===== config.mk =====
export PLATFORM = sky130hd
export DESIGN_NAME = slb_lcd_top
export DESIGN_NICKNAME = d
export VERILOG_FILES = /design/src/rtl/slb_pkg.sv /design/src/rtl/slb_timebase.sv /design/src/rtl/slb_lcd_top.sv
export SDC_FILE = /design/constraint.sdc
export NUM_CORES = 1
export LEC_CHECK = 0
export BUFFER_PORTS_ARGS = -buffer_cell sky130_fd_sc_hd__clkbuf_2
export CAP_MARGIN = 20
export CORE_AREA = 8 8 225 206
export DETAILED_ROUTE_END_ITERATION = 16
export DIE_AREA = 0 0 233 214
export GPL_TIMING_DRIVEN = 0
export PLACE_DENSITY = 0.89
export SLEW_MARGIN = 0
export SYNTH_ARGS = -nofsm -noshare
export SYNTH_HDL_FRONTEND = slang
export SYNTH_SLANG_ARGS = --single-unit

===== constraint.sdc =====
create_clock -name pclk -period 5.1 [get_ports pclk]
set_input_delay 1.53 -clock pclk [delete_from_list [all_inputs] [get_ports pclk]]
set_output_delay 1.53 -clock pclk [all_outputs]
set_load 0.05 [all_outputs]

===== src/rtl/slb_pkg.sv =====
// Shared constants for the segment LCD blink and timebase block
package slb_pkg;

  // ****************************************************************
  // Clock rates and glass geometry
  // ****************************************************************
  localparam int unsigned PCLK_HZ    = 200_000_000;  // Bus and core clock rate
  localparam int unsigned TB_HZ      = 32_768;       // LCD timebase target rate
  localparam int unsigned FRAME_HZ   = 64;           // Glass drive frequency
  localparam int unsigned BP_COUNT   = 4;            // Backplanes, 1/4 duty
  localparam int unsigned FP_COUNT   = 40;           // Frontplanes on the glass
  localparam int unsigned SEG_BYTES  = FP_COUNT / 2; // Two frontplanes per byte

  // ****************************************************************
  // Timebase derivation
  // ****************************************************************
  // Internal path: fractional accumulator, exact on average
  localparam logic [27:0] ACC_STEP = 28'(TB_HZ);
  localparam logic [27:0] ACC_WRAP = 28'(PCLK_HZ);
  // Spacing of internal timebase ticks in pclk cycles
  localparam int unsigned INT_TICK_MIN = PCLK_HZ / TB_HZ;
  localparam int unsigned INT_TICK_MAX = INT_TICK_MIN + 1;
  // Timebase ticks per backplane phase (128 for 64 Hz at 1/4 duty)
  localparam int unsigned TB_PER_PHASE = TB_HZ / (FRAME_HZ * BP_COUNT);
  localparam logic [6:0]  PHASE_LAST   = 7'(TB_PER_PHASE - 1);
  // Blink counter: rate code r toggles the phase every 2^(11+r) ticks
  localparam int unsigned BLINK_CNT_W    = 20;
  localparam int unsigned BLINK_BASE_BIT = 11;

  // ****************************************************************
  // Register indices (byte address = 4 * index)
  // ****************************************************************
  localparam logic [13:0] LCD_CMD_IDX    = 14'h1840;
  localparam logic [13:0] BLINK_CTRL_IDX = 14'h1841;
  localparam logic [13:0] CLK_CTRL_IDX   = 14'h1842;
  localparam logic [13:0] SEG_BASE_IDX   = 14'h1848;

  // ****************************************************************
  // Field positions
  // ****************************************************************
  localparam int unsigned CMD_SEL_BIT     = 0;  // segment_memory_select
  localparam int unsigned CMD_DISP_EN_BIT = 1;  // Display drive enable
  localparam int unsigned CMD_PHASE_BIT   = 4;  // Read only: blink on phase
  localparam int unsigned CMD_BP_LSB      = 5;  // Read only: backplane, 2 bits
  localparam int unsigned CMD_STOP_BIT    = 8;  // Read only: deep_stop_mode
  localparam int unsigned BLK_EN_BIT      = 0;  // Blink enable
  localparam int unsigned BLK_WHOLE_BIT   = 1;  // whole_display_blink
  localparam int unsigned BLK_RATE_LSB    = 2;  // Blink rate code, 3 bits
  localparam int unsigned CLK_SRC_BIT     = 0;  // 1 selects the external source
  localparam int unsigned CLK_CP_LSB      = 2;  // Charge pump rate code, 2 bits
  localparam int unsigned CLK_DIV_LSB     = 16; // External divisor minus one

  // ****************************************************************
  // Reset values
  // ****************************************************************
  localparam logic        RST_SEL     = 1'b0;
  localparam logic        RST_DISP_EN = 1'b0;
  localparam logic        RST_BLK_EN  = 1'b0;
  localparam logic        RST_WHOLE   = 1'b0;
  localparam logic [2:0]  RST_RATE    = 3'h0;
  localparam logic        RST_SRC_EXT = 1'b0;
  localparam logic [1:0]  RST_CP_RATE = 2'h0;
  localparam logic [15:0] RST_EXT_DIV = 16'h0000;

endpackage : slb_pkg


===== src/rtl/slb_timebase.sv =====
// Timebase generator: internal or external source divided to 32.768 kHz
`timescale 1ns/1ps

module slb_timebase
  import slb_pkg::*;
(
  // Clock and reset
  input  wire logic        pclk,
  input  wire logic        presetn,
  // Source selection
  input  wire logic        src_ext,
  input  wire logic [15:0] ext_div,
  input  wire logic        ext_clk_src,
  // Timebase enable pulse
  output logic             tb_tick
);

  // ****************************************************************
  // State
  // ****************************************************************
  typedef struct packed {
    logic [27:0] acc;      // Fractional accumulator, internal path
    logic        ext_prev; // Last sample of the external source
    logic [15:0] ext_cnt;  // Rising edges seen in this division
    logic        tick;     // Registered timebase pulse
  } slb_tb_state_type;

  slb_tb_state_type q;
  slb_tb_state_type d;

  // ****************************************************************
  // Next state
  // ****************************************************************
  // Divide either source down to the timebase rate
  always_comb
  begin
    d          = q;
    d.tick     = 1'b0;
    d.ext_prev = ext_clk_src;
    if (src_ext)
    begin
      // External source: one tick per ext_div+1 rising edges
      if (ext_clk_src && !q.ext_prev)
      begin
        if (q.ext_cnt >= ext_div)
        begin
          d.ext_cnt = 16'h0000;
          d.tick    = 1'b1;
        end
        else
        begin
          d.ext_cnt = q.ext_cnt + 16'h0001;
        end
      end
    end
    else if (q.acc + ACC_STEP >= ACC_WRAP)
    begin
      // Internal reference: carry out of the accumulator
      d.acc  = q.acc + ACC_STEP - ACC_WRAP;
      d.tick = 1'b1;
    end
    else
    begin
      d.acc = q.acc + ACC_STEP;
    end
  end

  // Register the state; no gating by any low power input
  always_ff @(posedge pclk or negedge presetn)
  begin
    if (!presetn)
    begin
      q <= '0;
    end
    else
    begin
      q <= d;
    end
  end

  assign tb_tick = q.tick;

endmodule : slb_timebase


===== src/rtl/slb_lcd_top.sv =====
// Segment LCD blink, timebase and scan control with an APB register port
//
// The register addresses and register access over APB are this design's own decisions.
`timescale 1ns/1ps

// Summary of operation
// - Timebase is 32.768 kHz from either source
// - Frame, blink, pump all paced by timebase
// - Blink whole display or selected segments
// - Several blink rates, divided from timebase
// - Blinking and timebase run in deep stop
// - Select clear: memory sets segment display
// - Select set: memory reaches blink-enable plane
// - Whole blink plus select blinks every segment
// - Drive at 1/4 duty, 64 Hz
// - Four backplanes by forty frontplanes
// - Display bit 1 shows, 0 blanks
// - Byte holds two frontplanes, even low nibble
module slb_lcd_top
  import slb_pkg::*;
(
  // Clock and reset
  input  wire logic                  pclk,
  input  wire logic                  presetn,
  // APB slave
  input  wire logic                  psel,
  input  wire logic                  penable,
  input  wire logic                  pwrite,
  input  wire logic [15:0]           paddr,
  input  wire logic [31:0]           pwdata,
  output logic      [31:0]           prdata,
  output logic                       pready,
  output logic                       pslverr,
  // Clock source and power state
  input  wire logic                  ext_clk_src,
  input  wire logic                  deep_stop_mode,
  // Glass drive
  output logic      [slb_pkg::BP_COUNT-1:0] backplane_drive,
  output logic      [slb_pkg::FP_COUNT-1:0] frontplane_drive,
  output logic                       frame_start,
  output logic                       charge_pump_tick,
  output logic                       blink_phase_on
);

  import slb_pkg::*;

  // ****************************************************************
  // State
  // ****************************************************************
  typedef struct packed {
    logic [SEG_BYTES-1:0][7:0] disp;     // Display on/off plane
    logic [SEG_BYTES-1:0][7:0] blink;    // Blink enable plane
    logic                      sel;      // segment_memory_select
    logic                      disp_en;  // Display drive enable
    logic                      blk_en;   // Blinking enable
    logic                      whole;    // whole_display_blink
    logic [2:0]                rate;     // Blink rate code
    logic                      src_ext;  // External timebase source
    logic [1:0]                cp_rate;  // Charge pump rate code
    logic [15:0]               ext_div;  // External divisor minus one
    logic [6:0]                phase;    // Timebase ticks in this phase
    logic [1:0]                bp;       // Active backplane
    logic [BLINK_CNT_W-1:0]    bcnt;     // Blink divider
    logic [3:0]                cpcnt;    // Charge pump divider
    logic [FP_COUNT-1:0]       fp;       // Registered frontplane levels
    logic                      fstart;   // Frame start pulse
    logic                      cptick;   // Charge pump pulse
    logic [31:0]               rdata;    // Read data captured in setup
  } slb_state_type;

  slb_state_type q;
  slb_state_type d;

  // ****************************************************************
  // Timebase
  // ****************************************************************
  logic tb_tick; // One pclk pulse per timebase period

  // Runs regardless of deep_stop_mode so blinking carries on
  slb_timebase u_timebase (
    .pclk        (pclk),
    .presetn     (presetn),
    .src_ext     (q.src_ext),
    .ext_div     (q.ext_div),
    .ext_clk_src (ext_clk_src),
    .tb_tick     (tb_tick)
  );

  // ****************************************************************
  // Address decode
  // ****************************************************************
  logic [13:0] word_idx; // Word index of the access
  logic [13:0] seg_rel;  // Offset into segment_memory
  logic [4:0]  seg_byte; // Byte of segment_memory
  logic        seg_hit;  // Access falls on segment_memory
  logic        reg_hit;  // Access falls on any register
  logic        wr_acc;   // Write in its access phase

  assign word_idx = paddr[15:2];
  assign seg_rel  = word_idx - SEG_BASE_IDX;
  assign seg_byte = seg_rel[4:0];
  assign seg_hit  = (word_idx >= SEG_BASE_IDX) && (seg_rel < 14'(SEG_BYTES));
  assign reg_hit  = seg_hit || (word_idx == LCD_CMD_IDX) ||
                    (word_idx == BLINK_CTRL_IDX) || (word_idx == CLK_CTRL_IDX);
  assign wr_acc   = psel && penable && pwrite;

  // Zero wait states; read data was captured during the setup cycle
  assign pready  = psel && penable;
  assign pslverr = psel && penable && !reg_hit;
  assign prdata  = q.rdata;

  // ****************************************************************
  // Segment evaluation
  // ****************************************************************
  logic                blink_off; // In the blanking half of a blink period
  logic                whole_on;  // Every segment blinks
  logic [FP_COUNT-1:0] fp_next;   // Frontplane levels for this backplane

  // Phase bit chosen by the rate code: slower codes use higher bits
  assign blink_off = q.blk_en && q.bcnt[BLINK_BASE_BIT + 32'(q.rate)];
  assign whole_on  = q.whole && q.sel;

  // Each frontplane owns one nibble; the active backplane picks the bit
  for (genvar i = 0; i < FP_COUNT; i++)
  begin : g_fp
    logic seg_on;  // Display plane bit for this pair
    logic seg_blk; // Blink plane bit for this pair
    assign seg_on  = q.disp[i/2][(i%2)*4 + 32'(q.bp)];
    assign seg_blk = q.blink[i/2][(i%2)*4 + 32'(q.bp)];
    // With disp_en set, a set bit shows the segment unless the blink phase blanks it
    assign fp_next[i] = q.disp_en && seg_on &&
                        !(blink_off && (whole_on || seg_blk));
  end

  // ****************************************************************
  // Next state
  // ****************************************************************
  // Register writes, read capture and the timebase-paced scan
  always_comb
  begin
    d        = q;
    d.fstart = 1'b0;
    d.cptick = 1'b0;
    d.fp     = fp_next;

    // Capture read data in the setup cycle so prdata comes from a flop
    if (psel && !penable && !pwrite)
    begin
      d.rdata = 32'h0000_0000;
      if (seg_hit)
      begin
        // The select bit steers reads to one plane
        d.rdata[7:0] = q.sel ? q.blink[seg_byte] : q.disp[seg_byte];
      end
      else if (word_idx == LCD_CMD_IDX)
      begin
        d.rdata[CMD_SEL_BIT]               = q.sel;
        d.rdata[CMD_DISP_EN_BIT]           = q.disp_en;
        d.rdata[CMD_PHASE_BIT]             = !blink_off;
        d.rdata[CMD_BP_LSB +: 2]           = q.bp;
        d.rdata[CMD_STOP_BIT]              = deep_stop_mode;
      end
      else if (word_idx == BLINK_CTRL_IDX)
      begin
        d.rdata[BLK_EN_BIT]                = q.blk_en;
        d.rdata[BLK_WHOLE_BIT]             = q.whole;
        d.rdata[BLK_RATE_LSB +: 3]         = q.rate;
      end
      else if (word_idx == CLK_CTRL_IDX)
      begin
        d.rdata[CLK_SRC_BIT]               = q.src_ext;
        d.rdata[CLK_CP_LSB +: 2]           = q.cp_rate;
        d.rdata[CLK_DIV_LSB +: 16]         = q.ext_div;
      end
    end

    // Writes take effect at the access edge; unmapped writes are dropped
    if (wr_acc && seg_hit)
    begin
      if (q.sel)
      begin
        d.blink[seg_byte] = pwdata[7:0];
      end
      else
      begin
        d.disp[seg_byte] = pwdata[7:0];
      end
    end
    else if (wr_acc && (word_idx == LCD_CMD_IDX))
    begin
      d.sel     = pwdata[CMD_SEL_BIT];
      d.disp_en = pwdata[CMD_DISP_EN_BIT];
    end
    else if (wr_acc && (word_idx == BLINK_CTRL_IDX))
    begin
      d.blk_en = pwdata[BLK_EN_BIT];
      d.whole  = pwdata[BLK_WHOLE_BIT];
      d.rate   = pwdata[BLK_RATE_LSB +: 3];
    end
    else if (wr_acc && (word_idx == CLK_CTRL_IDX))
    begin
      d.src_ext = pwdata[CLK_SRC_BIT];
      d.cp_rate = pwdata[CLK_CP_LSB +: 2];
      d.ext_div = pwdata[CLK_DIV_LSB +: 16];
    end

    // Every slower rate is derived from the timebase tick alone
    if (tb_tick)
    begin
      d.bcnt  = q.bcnt + BLINK_CNT_W'(1);
      d.cpcnt = q.cpcnt + 4'h1;
      // Charge pump pulse every 2^(code+1) ticks
      if ((q.cpcnt & ((4'h2 << q.cp_rate) - 4'h1)) == ((4'h2 << q.cp_rate) - 4'h1))
      begin
        d.cptick = 1'b1;
      end
      // 128 ticks per backplane, four backplanes per 64 Hz frame
      if (q.phase == PHASE_LAST)
      begin
        d.phase = 7'h00;
        d.bp    = q.bp + 2'h1;
        if (q.bp == 2'(BP_COUNT - 1))
        begin
          d.fstart = 1'b1;
        end
      end
      else
      begin
        d.phase = q.phase + 7'h01;
      end
    end
  end

  // Register the whole state; control bits take their reset values
  always_ff @(posedge pclk or negedge presetn)
  begin
    if (!presetn)
    begin
      q         <= '0;
      q.sel     <= RST_SEL;
      q.disp_en <= RST_DISP_EN;
      q.blk_en  <= RST_BLK_EN;
      q.whole   <= RST_WHOLE;
      q.rate    <= RST_RATE;
      q.src_ext <= RST_SRC_EXT;
      q.cp_rate <= RST_CP_RATE;
      q.ext_div <= RST_EXT_DIV;
    end
    else
    begin
      q <= d;
    end
  end

  // ****************************************************************
  // Outputs
  // ****************************************************************
  assign backplane_drive  = 4'h1 << q.bp;
  assign frontplane_drive = q.fp;
  assign frame_start      = q.fstart;
  assign charge_pump_tick = q.cptick;
  assign blink_phase_on   = !blink_off;

  // ****************************************************************
  // Checks
  // ****************************************************************
  logic [12:0] gap_q;     // Cycles since the last timebase tick
  logic        gap_vld_q; // Last interval ran wholly on the internal path

  // Interval counter watched by the timebase checks
  always_ff @(posedge pclk or negedge presetn)
  begin
    if (!presetn)
    begin
      gap_q     <= 13'h0000;
      gap_vld_q <= 1'b0;
    end
    else
    begin
      gap_q     <= tb_tick ? 13'h0001 : gap_q + 13'h0001;
      gap_vld_q <= q.src_ext ? 1'b0 : (tb_tick ? 1'b1 : gap_vld_q);
    end
  end
endmodule : slb_lcd_top


==> out/qor.yml <==
status: "finished with violations"
violations: "setup timing"
synth_flop_cell: "dfrtp_1"
fp.dieH_um: 214
total_leakage_power_nw: 13.67
first_iter_violations: 3203
htree_num_levels: 2
skew_ps: 27.45
via_count: 20388
synth_edf_count: 0
final_cell_mix: "482 x dfrtp_1, 352 x mux2_2, 202 x nand2_1, 140 x mux4_2"
rsz0062_at_grt: "yes"
multi_input_area_um2: 12660
antenna_found_initial: 5
grt_pass1_wl_mm: 125.2
crit_start: "paddr[3]"
clock.fmax_ghz: 0.1947
cap_violations: 0
synth_area_per_cell_um2: 12.36
max-slew-margin-rel: 0.2219
synth-async-reset-ratio: 1.000
drc: 0
arrival_ps: 3610
hold_viol: 0
vias_per_cell: 7.101
cts_tree: "built"
grt_pass1_vias: 20562
ys_warn_count: 0
clockBufferDepth: 3
min_from: "q[97]"
insertion_delay_ps: 600
ir_drop_v: 0.0002532
crit_fanout: 10
place_congestion: 1.052
ioPinCount: 136
setup_viol_count_final: 1
fin_crit_sh: 1.007
die_area_um2: 49860
drt-total-wl_mm: 82.76
postPlaceCellArea_um2: 27420
antenna_left: 0
numCtsBuffers: 48
synth.distinct_cells: 75
synth_area_um2: 26000
design_area_um2: 29120
final_common_cell: "dfrtp_1"
hp-class: "reg -> reg"
ys_ff_latch: 483
initial_utilization: 0.6128
nets: 2367
drive_gt1_frac: 0.3611
num_rows: 72
core_um2: 42430
final-seq-area_um2: 12090
dr.pass1.iters: 15
grt_max_degree: 115
hpwl_mm: 58.20
fill_cells: 2852
area_delta_synth_final_pct: 11.98
grt.total_usage: 0.3284
die_w_um: 233
path_class: "in -> out"
ys_seq_area_frac: 0.4648
cts_hold_buf: 0
wl_per_cell_um: 28.83
powerDensity_nw_per_um2: 281.6
layout_setup_ws_ps: -35.04
cts_setup_buffers: 0
worstSetupStartpointType: "input pin"
required_ps: 3570
cts_resized: 8
netlist_instances: 2104
cp-end-kind: "primary output"
worstReg2RegStart: "q[98]"
clock_sinks: 483
tightest_slew_ps: 1167
root_buffer: "clkbuf_16"
fin_crit_ps: 5135
finalMaxSlewViolations: 0
clk_pin_slew_ps: 60
hold_ws_ps: 479.6
grt_overflow_total: 0
portBuffers: 113
[Yosys cell counts (4+ instances only)]
| cell | instances | area share |
|---|---|---|
| o22ai_1 | 22 | 0.0053 |
| buf_6 | 4 | 0.0017 |
| buf_2 | 19 | 0.0037 |
| nand2_2 | 5 | 0.0012 |
| nor3_1 | 15 | 0.0029 |
| nand3_1 | 76 | 0.015 |
| nor2_2 | 12 | 0.0029 |
| nor3b_1 | 4 | 0.0012 |
| and3_1 | 12 | 0.0029 |
| nand4_1 | 15 | 0.0036 |
| mux2i_1 | 10 | 0.0038 |
| xnor2_1 | 39 | 0.013 |
| nand2_1 | 203 | 0.029 |
| nand2b_1 | 15 | 0.0036 |
| a21oi_1 | 76 | 0.015 |
| a31oi_1 | 6 | 0.0014 |
| dfrtp_1 | 483 | 0.46 |
| nor2_1 | 43 | 0.0062 |
| a21o_1 | 28 | 0.0081 |
| mux4_2 | 140 | 0.12 |
| a22o_1 | 16 | 0.0054 |
| ha_1 | 34 | 0.016 |
| o21ai_0 | 53 | 0.010 |
| mux2_2 | 352 | 0.15 |
| o221ai_1 | 21 | 0.0071 |
| buf_1 | 13 | 0.0019 |
| nor2b_1 | 12 | 0.0029 |
| clkbuf_1 | 101 | 0.015 |
| o21a_1 | 7 | 0.0020 |
| inv_1 | 33 | 0.0048 |
| buf_4 | 79 | 0.023 |
| o211ai_1 | 64 | 0.018 |
| xor2_1 | 21 | 0.0071 |
[state kept, by name, indices dropped and copies added, names as in the netlist]
signal	flops
u_timebase.tb_tick	1
prdata	25
frame_start	1
frontplane_drive	40
charge_pump_tick	1
q	379
u_timebase.q	36
[critical path, stage by stage]
cell	delay (ps)
buf_2	330
buf_4	330
buf_2	370
buf_4	300
nand2_2	240
a211oi_4	300
buf_8	180
[logic make-up (layout without fill, tap and decap cells)]
| group | count (synthesis) | after routing | share of synthesized area |
|---|---|---|---|
| AOI/OAI and AO/OA | 328 | 328 | 0.08608 |
| xor gates and xnor gates | 60 | 60 | 0.02021 |
| adders and majority gates | 34 | 34 | 0.01636 |
| buffers and inverters | 251 | 456 | 0.04971 |
| DFF | 483 | 483 | 0.4648 |
| muxes | 502 | 502 | 0.2775 |
| other | 1 | 8 | 0.0001442 |
| and+or+nand+nor | 445 | 445 | 0.08512 |
[layout make-up]
type,instances,share of cell area
inverter,35,0.004512
buffer,214,0.04005
multi-input combinational,1376,0.4348
antenna,1,0.00008594
timing repair buffer,120,0.02505
clock inverter,18,0.008723
tap,555,0.02385
sequential,483,0.4151
clock buffer,69,0.04778
[metrics by stage]
step / worst slack, ps / cells / total power [W] / TNS [ps] / utilization
after CTS: 11.76 / 2867 / 0.008194 / 0 / 0.6853
after detailed placement: -417.2 / 2782 / 0.004491 / -417.2 / 0.6462
final: -35.04 / 2871 / 0.008200 / -35.04 / 0.6862
after global placement: -7947 / 2778 / 0.004462 / -3799180 / 0.6434
after global routing: -40.21 / 2870 / 0.008402 / -40.21 / 0.6862
after floorplan: 228.2 / 2110 / 0.004262 / 0 / -
[power by group]
group / switching, W / internal (W) / total (W)
combinational: 0.000393 / 0.000157 / 0.000550
clock: 0.00156 / 0.00220 / 0.00376
sequential: 0.0000333 / 0.00386 / 0.00389
total: 0.00198 / 0.00622 / 0.00820
[per-layer routing]
| layer | track usage | part of all wire | up-vias | wire length [µm] |
|---|---|---|---|---|
| met2 | 0.4802 | 0.44 | 1726 | 36090 |
| met5 | 0 | 0.00066 | - | 55 |
| met1 | 0.4125 | 0.35 | 10112 | 28880 |
| met3 | 0.1332 | 0.15 | 480 | 12040 |
| met4 | 0.1809 | 0.069 | 6 | 5687 |
| li1 | - | - | 8064 | - |
[worst paths after layout]
kind,to,slack [ps],cells after the start
worst max-delay path,pslverr,-40,7
worst min-delay path,q[97],480,1
worst max register to register,frontplane_drive[32],1330,7
worst min register to register,q[97],480,1
max in group asynchronous,q[338],2710,3
min in group asynchronous,u_timebase.q[31],950,1
Note: power is estimated with default switching activity, not from simulation.
